`src/verilog/sod_regs.svh`:
```
// register indices, field positions, command codes and reset values
`ifndef SOD_REGS_SVH
`define SOD_REGS_SVH
`define SOD_IDX_SLICE1     8'h0c
`define SOD_IDX_SLICE2     8'h0d
`define SOD_IDX_SLICE3     8'h0e
`define SOD_TAP_W          9
`define SOD_TAP_MSB        8
`define SOD_TAP_RESET      9'h000
`define SOD_BIT_COARSE     13
`define SOD_BIT_DOWN       14
`define SOD_BIT_UP         15
`define SOD_CMD_STEP_UP    3'h1
`define SOD_CMD_STEP_DOWN  3'h2
`define SOD_CMD_COARSE_UP  3'h5
`define SOD_CMD_COARSE_DN  3'h6
`define SOD_ONE_TAP        9'h001
`define SOD_HTRANS_NONSEQ  2'h2
`define SOD_HTRANS_SEQ     2'h3
`endif

```
`src/verilog/sod_pkg.sv`:
```
// types shared by the slice output delay register bank
package sod_pkg;
   typedef logic [8:0] sod_tap_type;
   typedef logic [2:0] sod_cmd_type;
endpackage

```
`src/verilog/sod_tap_if.sv`:
```
// carrier between the register bank and the tap update unit
`timescale 1ns/1ns
interface sod_tap_if;
   import sod_pkg::*;
   logic        load;
   sod_cmd_type cmd;
   sod_tap_type wdata;
   sod_tap_type cur;
   sod_tap_type step;
   sod_tap_type result;
   modport bank (output load, cmd, wdata, cur, step, input result);
   modport unit (input load, cmd, wdata, cur, step, output result);
endinterface

```
`src/verilog/sod_tap_unit.sv`:
```
// computes the new tap value for one write command
`timescale 1ns/1ns
`include "sod_regs.svh"
module sod_tap_unit
(
   sod_tap_if.unit t
);
   import sod_pkg::*;

   // 9-bit arithmetic gives the modulo 512 wrap for free
   function automatic sod_tap_type apply_cmd(input sod_cmd_type c,
                                             input sod_tap_type cur,
                                             input sod_tap_type wd,
                                             input sod_tap_type stp);
      case (c)
         `SOD_CMD_STEP_UP:   apply_cmd = cur + `SOD_ONE_TAP;
         `SOD_CMD_STEP_DOWN: apply_cmd = cur - `SOD_ONE_TAP;
         `SOD_CMD_COARSE_UP: apply_cmd = cur + stp;
         `SOD_CMD_COARSE_DN: apply_cmd = cur - stp;
         default:            apply_cmd = wd;
      endcase
   endfunction

   always_comb
   begin
      t.result = apply_cmd(t.cmd, t.cur, t.wdata, t.step);
   end
endmodule // sod_tap_unit

```
`src/verilog/sod_bank.sv`:
```
// ahb-lite register bank for slice 1..3 output delay taps
`timescale 1ns/1ns
`include "sod_regs.svh"
module sod_bank
#(
   parameter int TAP_W = `SOD_TAP_W
)
(
   input  wire logic                hclk,
   input  wire logic                hresetn,
   input  wire logic                hsel,
   input  wire logic [31:0]         haddr,
   input  wire logic [1:0]          htrans,
   input  wire logic                hwrite,
   input  wire logic [2:0]          hsize,
   input  wire logic [31:0]         hwdata,
   input  wire logic                hready,
   output logic      [31:0]         hrdata,
   output logic                     hreadyout,
   output logic                     hresp,
   input  wire logic [8:0]          coarse_step,
   input  wire logic                fabric_load,
   input  wire logic [35:0]         fabric_tap_load_bus,
   output logic      [35:0]         fabric_tap_readback_bus
);
   import sod_pkg::*;

   sod_tap_type slice1_tap_value_reg, slice1_tap_value_next;
   sod_tap_type slice2_tap_value_reg, slice2_tap_value_next;
   sod_tap_type slice3_tap_value_reg, slice3_tap_value_next;
   logic        wr_pend_reg, wr_pend_next;
   logic [1:0]  wr_sel_reg, wr_sel_next;
   logic [31:0] hrdata_reg, hrdata_next;
   logic [1:0]  sel_now;
   logic        fab_ld_s1, fab_ld_s2;
   logic [35:0] fab_bus_s1, fab_bus_s2;
   logic        addr_ok;
   sod_tap_type cur_sel;

   sod_tap_if tap();

   sod_tap_unit u_unit
   (
      .t (tap.unit)
   );

   // register index n lives at byte address 4*n
   function automatic logic [1:0] decode(input logic [31:0] a);
      if (a[1:0] != 2'h0 || a[31:10] != 22'h0)
         decode = 2'h0;
      else if (a[9:2] == `SOD_IDX_SLICE1)
         decode = 2'h1;
      else if (a[9:2] == `SOD_IDX_SLICE2)
         decode = 2'h2;
      else if (a[9:2] == `SOD_IDX_SLICE3)
         decode = 2'h3;
      else
         decode = 2'h0;
   endfunction

   function automatic sod_tap_type pick(input logic [1:0] s,
                                        input sod_tap_type a,
                                        input sod_tap_type b,
                                        input sod_tap_type c);
      case (s)
         2'h1:    pick = a;
         2'h2:    pick = b;
         2'h3:    pick = c;
         default: pick = '0;
      endcase
   endfunction

   // fabric load pins come from another domain: two stages first
   always_ff @(posedge hclk or negedge hresetn)
   begin
      if (!hresetn)
      begin
         fab_ld_s1  <= 1'b0;
         fab_ld_s2  <= 1'b0;
         fab_bus_s1 <= 36'h0;
         fab_bus_s2 <= 36'h0;
      end
      else
      begin
         fab_ld_s1  <= fabric_load;
         fab_ld_s2  <= fab_ld_s1;
         fab_bus_s1 <= fabric_tap_load_bus;
         fab_bus_s2 <= fab_bus_s1;
      end
   end

   assign addr_ok = hsel && hready &&
                    (htrans == `SOD_HTRANS_NONSEQ ||
                     htrans == `SOD_HTRANS_SEQ);
   assign sel_now = decode(haddr);
   assign cur_sel = pick(wr_sel_reg, slice1_tap_value_reg,
                         slice2_tap_value_reg, slice3_tap_value_reg);

   always_comb
   begin
      tap.load  = wr_pend_reg;
      tap.cmd   = {hwdata[`SOD_BIT_COARSE], hwdata[`SOD_BIT_DOWN],
                   hwdata[`SOD_BIT_UP]};
      tap.wdata = hwdata[`SOD_TAP_MSB:0];
      tap.cur   = cur_sel;
      tap.step  = coarse_step;
   end

   always_comb
   begin
      wr_pend_next = addr_ok && hwrite && sel_now != 2'h0;
      wr_sel_next  = sel_now;
      hrdata_next  = hrdata_reg;
      slice1_tap_value_next = slice1_tap_value_reg;
      slice2_tap_value_next = slice2_tap_value_reg;
      slice3_tap_value_next = slice3_tap_value_reg;
      // fabric load has the same effect as a direct register load; a bus
      // write in the same cycle wins since it is the later software intent
      if (fab_ld_s2)
      begin
         slice1_tap_value_next = fab_bus_s2[17:9];
         slice2_tap_value_next = fab_bus_s2[26:18];
         slice3_tap_value_next = fab_bus_s2[35:27];
      end
      if (wr_pend_reg)
      begin
         case (wr_sel_reg)
            2'h1:    slice1_tap_value_next = tap.result;
            2'h2:    slice2_tap_value_next = tap.result;
            2'h3:    slice3_tap_value_next = tap.result;
            default: ;
         endcase
      end
      // read data is prepared in the address phase; command bits read 0
      if (addr_ok && !hwrite)
         hrdata_next = {{(32-TAP_W){1'b0}}, pick(sel_now,
                        slice1_tap_value_reg,
                        slice2_tap_value_reg, slice3_tap_value_reg)};
   end

   always_ff @(posedge hclk or negedge hresetn)
   begin
      if (!hresetn)
      begin
         slice1_tap_value_reg <= `SOD_TAP_RESET;
         slice2_tap_value_reg <= `SOD_TAP_RESET;
         slice3_tap_value_reg <= `SOD_TAP_RESET;
         wr_pend_reg          <= 1'b0;
         wr_sel_reg           <= 2'h0;
         hrdata_reg           <= 32'h0;
      end
      else
      begin
         slice1_tap_value_reg <= slice1_tap_value_next;
         slice2_tap_value_reg <= slice2_tap_value_next;
         slice3_tap_value_reg <= slice3_tap_value_next;
         wr_pend_reg          <= wr_pend_next;
         wr_sel_reg           <= wr_sel_next;
         hrdata_reg           <= hrdata_next;
      end
   end

   // zero wait states, always OKAY; the slice 0 segment is not ours
   assign hreadyout = 1'b1;
   assign hresp     = 1'b0;
   assign hrdata    = hrdata_reg;
   assign fabric_tap_readback_bus = {slice3_tap_value_reg,
                                     slice2_tap_value_reg,
                                     slice1_tap_value_reg,
                                     9'h000};
endmodule // sod_bank

```
`config.mk`:
```
export PLATFORM = sky130hd
export DESIGN_NAME = sod_bank
export DESIGN_NICKNAME = d
export VERILOG_FILES = /design/src/verilog/sod_pkg.sv /design/src/verilog/sod_tap_if.sv /design/src/verilog/sod_tap_unit.sv /design/src/verilog/sod_bank.sv
export VERILOG_INCLUDE_DIRS = /design/src /design/src/verilog
export SDC_FILE = /design/constraint.sdc
export NUM_CORES = 1
export LEC_CHECK = 0
export ABC_CLOCK_PERIOD_IN_PS = 7100
export BUFFER_PORTS_ARGS = -buffer_cell sky130_fd_sc_hd__buf_2
export CAP_MARGIN = 15
export CELL_PAD_IN_SITES_DETAIL_PLACEMENT = 1
export CELL_PAD_IN_SITES_GLOBAL_PLACEMENT = 1
export CORE_MARGIN = 2
export CORE_UTILIZATION = 39
export CTS_CLUSTER_DIAMETER = 200
export CTS_CLUSTER_SIZE = 25
export DETAILED_ROUTE_END_ITERATION = 16
export PLACE_DENSITY = 0.91
export SLEW_MARGIN = 20
export SYNTH_ARGS = -nofsm -noshare
export SYNTH_HDL_FRONTEND = slang
export SYNTH_SLANG_ARGS = --single-unit
```
`constraint.sdc`:
```
create_clock -name hclk -period 7.1 [get_ports hclk]
set_input_delay 1.42 -clock hclk [delete_from_list [all_inputs] [get_ports hclk]]
set_output_delay 1.42 -clock hclk [all_outputs]
set_load 0.1 [all_outputs]
```
Yosys cells after proc, flatten, opt, wreduce, memory -nomap -nowiden
Index checks and enable logic that the tools add are counted.

word-level totals
  register bits after elaboration = 113
  bits in latches = 0
  RAM bits = 0
  ROM bits = 0
  logic and storage cells = 56
  memories = 0

cells by class
  add/sub/neg operators = 4
  multiply operators = 0
  div/mod/pow operators = 0
  order comparisons = 0
  equality and inequality tests = 15
  shift-type cells = 0
  mux-type cells = 16
  bitwise gates (word level) = 0
  reductions and logical operators = 11

operator list
  operator             count
  $mux 9               9
  $pmux 9 s3           2
  $pmux 9 s4           1
  $eq 8x4->1 const B   3
  $reduce_bool 22->1   1
  $eq 2x2->1 const B   6
  $add 9x1->9 const B  1
  $add 9x9->9          1
  $sub 9x1->9 const B  1
  $sub 9x9->9          1
  $mux 2               4
  $eq 3x3->1 const B   2
  $logic_and 1x1->1    5
  $eq 2x1->1 const B   2
  $reduce_bool 2->1    2
  $eq 3x1->1 const B   1
  $eq 3x2->1 const B   1
  $logic_or 1x1->1     2
  $logic_not 1->1      1

Logic depth before layout (Yosys ltp)
  depth in word-level cells = 7
  depth in mapped cells = 14
  depth with buffers taken out = 13

Cells and area by module
Synthesis repeated with hierarchy kept, for this count alone.

second synthesis, totals
  cells, all modules = 448
  area, all modules = 4750.8 um2

by module, submodules not included
  module        instances  cells each  area an instance (um2)  seq. area each (um2)
  sod_bank      1          327         3980.1                  2377.3
  sod_tap_unit  1          121         770.7                   0.0

Worst setup path after synthesis
No wires, ideal clock.

  kind = in2reg
  start = input port coarse_step[0]
  end = register slice1_tap_value_reg[8]
  library setup time = 136 ps
  data arrival time = 3979 ps
  data required time = 6964 ps
  setup slack = 2985 ps
  stages = 13
  buffers on the path = 0
  cell sequence = inv_1 -> ha_1 -> or4b_4 -> o21ai_0 -> o31ai_1 -> a22o_1 -> ha_1 -> nor3_1 -> o21ai_0 -> a31oi_1 -> xnor3_1 -> mux2i_1 -> a21oi_1

between the ends
  cells in the longest elaborated chain, start to end = 4
  elaborated cells on any way between the ends = 5
  those cells by class = add/sub (2); mux (3)

RTL lines
  item                                               RTL line                                RTL
  from (decl)                                        sod_bank.sv:21                          input wire logic [8:0] coarse_step,
  $sub 9x9->9 / $add 9x9->9 (equally long branches)  sod_tap_unit.sv:19, sod_tap_unit.sv:18
  $pmux 9 s4 (*)                                     sod_tap_unit.sv:15                      case (c)
  $mux 9 (*)                                         sod_bank.sv:127                         case (wr_sel_reg)
  $mux 9 (*)                                         sod_bank.sv:125                         if (wr_pend_reg)
  named net slice1_tap_value_next[8]                 sod_bank.sv:28                          sod_tap_type slice1_tap_value_reg, slice1_tap_value_next;
  to (signal assigned)                               sod_bank.sv:145                         slice1_tap_value_reg <= `SOD_TAP_RESET;
  to (signal assigned)                               sod_bank.sv:154                         slice1_tap_value_reg <= slice1_tap_value_next;
  to (decl)                                          sod_bank.sv:28

The timed path passes the listed nets; every way through them passes the cells marked *.
A chain may end at the register's enable or synchronous reset.

Final worst setup path
  start = input port coarse_step[0]
  end = register slice2_tap_value_reg[8]

between the ends
  cells in the longest elaborated chain, start to end = 4
  elaborated cells on any way between the ends = 5
  those cells by class = add/sub (2); mux (3)

RTL lines
  item                                               RTL line                                RTL
  $sub 9x9->9 / $add 9x9->9 (equally long branches)  sod_tap_unit.sv:19, sod_tap_unit.sv:18
  $pmux 9 s4 (*)                                     sod_tap_unit.sv:15
  $mux 9 (*)                                         sod_bank.sv:127
  $mux 9 (*)                                         sod_bank.sv:125
  named net slice2_tap_value_next[8]                 sod_bank.sv:29                          sod_tap_type slice2_tap_value_reg, slice2_tap_value_next;
  to (signal assigned)                               sod_bank.sv:146                         slice2_tap_value_reg <= `SOD_TAP_RESET;
  to (signal assigned)                               sod_bank.sv:155                         slice2_tap_value_reg <= slice2_tap_value_next;
  to (decl)                                          sod_bank.sv:29

Marks and branches as above.

==> results.json <==
{
  "grtUsageMet2_pct": 33.8,
  "fin_util_pct": 47.8,
  "clkTransAtPathRegs_ns": 0.06,
  "yosys.area_share.xor_xnor_pct": 1.44,
  "slew_viol_final": 0,
  "async_flop_share_pct": 100,
  "clock_path_buffers": 2,
  "synth_ff_type": "dfrtp_1",
  "yosys.cell_types.count": 47,
  "diodes": 0,
  "dpl.hpwl_um": 9190,
  "timing.fmax_ghz": 0.222,
  "worst_slew_pin_slew_ns": 0.813,
  "clock_tree.root_cell": "clkbuf_16",
  "cp.required_ns": 7.30,
  "seqCellArea_um2": 2380,
  "rows": 39,
  "die-height_um": 113,
  "numCtsBuffers": 9,
  "critPathCaptureType": "register",
  "start_util_pct": 40.2,
  "top_regs": "fab_bus_s1: 27 flops, fab_bus_s2: 27 flops",
  "via_per_inst": 5.22,
  "synth_edf_count": 0,
  "p_leak_nw": 2.66,
  "power_density_nw_per_um2": 256,
  "grt_start_max_net_pins": 67,
  "worst_slack_ns": 2.60,
  "drive_gt1_share_pct": 29.2,
  "drt-pass1-iter-count": 4,
  "grt_util_all_layers_pct": 19.9,
  "busiest_layer": "met2",
  "pre_cts_slack_ns": 2.34,
  "drc_errors": 0,
  "finalCriticalPeriod_ns": 4.50,
  "critical_path.max_fanout": 5,
  "multi_input_area_um2": 1980,
  "cap_violations": 0,
  "hold_violations": 0,
  "initialDrtViolationCount": 143,
  "layout_commonest_cell": "buf_2",
  "synth_mux_area_share_pct": 10.3,
  "grt_use_met3_pct": 3.51,
  "ir_drop_mv": 0.147,
  "io_pins": 190,
  "fin_crit_sh_pct": 63.4,
  "cts_setup_buffers": 0,
  "ctsHoldBuffers": 0,
  "layout_common_cells": "buf_2, dfrtp_1, nand2_1, conb_1, o21ai_0",
  "rsz0062_at_grt": "no",
  "synthAdderAreaFrac_pct": 3.42,
  "synth_top_family_by_area": "compound AO/OA/AOI/OAI gates",
  "start_kind": "input pin",
  "grt_pass1_wl_um": 19700,
  "htreeDepth": 3,
  "slew_headroom_pct": 45.8,
  "status": "finished clean",
  "fp.dieW_um": 113,
  "cts_sinks": 95,
  "via_count": 3583,
  "yosys.area_share.simple_pct": 11.1,
  "clock_latency_ns": 0.34,
  "syn_avg_cell_area_um2": 10.8,
  "setup_viol": 0,
  "grt_pass1_vias": 3738,
  "finalClockSkew_ns": 0.00826,
  "grtUsageMet1_pct": 25.6,
  "io_buffers": 122,
  "cts-resized-gates": 0,
  "routedWlPerCell_um": 17.8,
  "synth_area_um2": 4610,
  "core_area_um2": 11500,
  "die_area_um2": 12700,
  "nets": 671,
  "hp-class": "reg -> reg",
  "place_congestion": 0.800,
  "area_growth_pct": 19.0,
  "synth-compound-area-share_pct": 14.0,
  "antenna_found_initial": 0,
  "tns_ns": 0,
  "worstPathArrival_ns": 4.70,
  "cts_tree": "yes",
  "yosys_warnings": 0,
  "grt_overflow": 0,
  "critical_path_class": "in -> reg",
  "fillers": 1315,
  "wirelength_um": 12200,
  "ant_nets": 0,
  "ys_seq_area_share_pct": 51.6,
  "postSynthCellCount": 428,
  "ys_ff_latch": 95
}
layout make-up:
| class | count | area share (%) |
|---|---|---|
| timing repair buffer | 124 | 11.5 |
| clock inverter | 3 | 0.799 |
| inverter | 8 | 0.548 |
| sequential | 95 | 43.4 |
| clock buffer | 13 | 4.38 |
| multi-input combinational | 301 | 36.2 |
| tap | 143 | 3.26 |
cell families after synthesis:
| logic type | Yosys count |
|---|---|
| adder cells (fa/ha/maj) | 12 |
| multiplexers | 45 |
| AO/OA/AOI/OAI | 103 |
| buffers and inverters | 64 |
| flip-flops | 95 |
| AND/OR/NAND/NOR | 101 |
| other | 2 |
| XOR/XNOR | 6 |
final timing paths:
kind,endpoint,start,cells after the start,slack (ns)
min reg2reg,fab_bus_s2[26],fab_bus_s1[26],0,0.35
max in group asynchronous,hrdata[8],hresetn,2,4.97
max,slice2_tap_value_reg[8],coarse_step[0],14,2.60
min in group asynchronous,slice2_tap_value_reg[1],hresetn,1,0.98
min,fab_bus_s2[26],fab_bus_s1[26],0,0.35
max reg2reg,slice2_tap_value_reg[8],wr_sel_reg[1],9,3.34
routing by layer:
| metal | share of wire [%] | routed length (µm) |
|---|---|---|
| met1 | 41 | 5060 |
| met2 | 51 | 6270 |
| met3 | 5.1 | 620 |
| met4 | 2.2 | 263 |
| met5 | 0 | 0 |
through the flow:
stage	hold WS, ns	cell area [µm²]	instances	total power, mW
finish	0.347	5480	687	1.40
floorplan	0.331	4730	460	0.874
global placement	0.334	5190	671	0.934
global route	0.352	5480	687	1.45
CTS	0.350	5480	687	1.41
detailed placement	0.336	5190	671	0.944
report_power, final:
group          leakage [nW]  switching, mW  internal [mW]
registers              1.14         0.0241          0.572
logic                  1.38          0.272         0.0685
clock network         0.138          0.193          0.273
critical path, cell delays in order:
cell     delay, ns
buf_2         0.10
inv_1         0.07
ha_1          0.21
or4b_4        0.51
o21ai_0       0.16
o31ai_1       0.09
a22o_1        0.26
ha_1          0.21
nor3_1        0.35
o21ai_0       0.19
a31oi_1       0.27
xnor3_1       0.42
mux2i_1       0.29
o21ai_0       0.13
Yosys cell counts, types with 13 or more instances:
cell type  count  area (µm²)
nand2_1       34         128
clkbuf_1      17        63.8
mux2i_1       26         260
buf_4         34         255
dfrtp_1       95        2380
mux2_2        19         214
o21ai_0       32         160
a21oi_1       27         135
a22o_1        13         114
nor2b_1       14        87.6
nor2_1        19        71.3
Power figures use the tool's default switching activity.
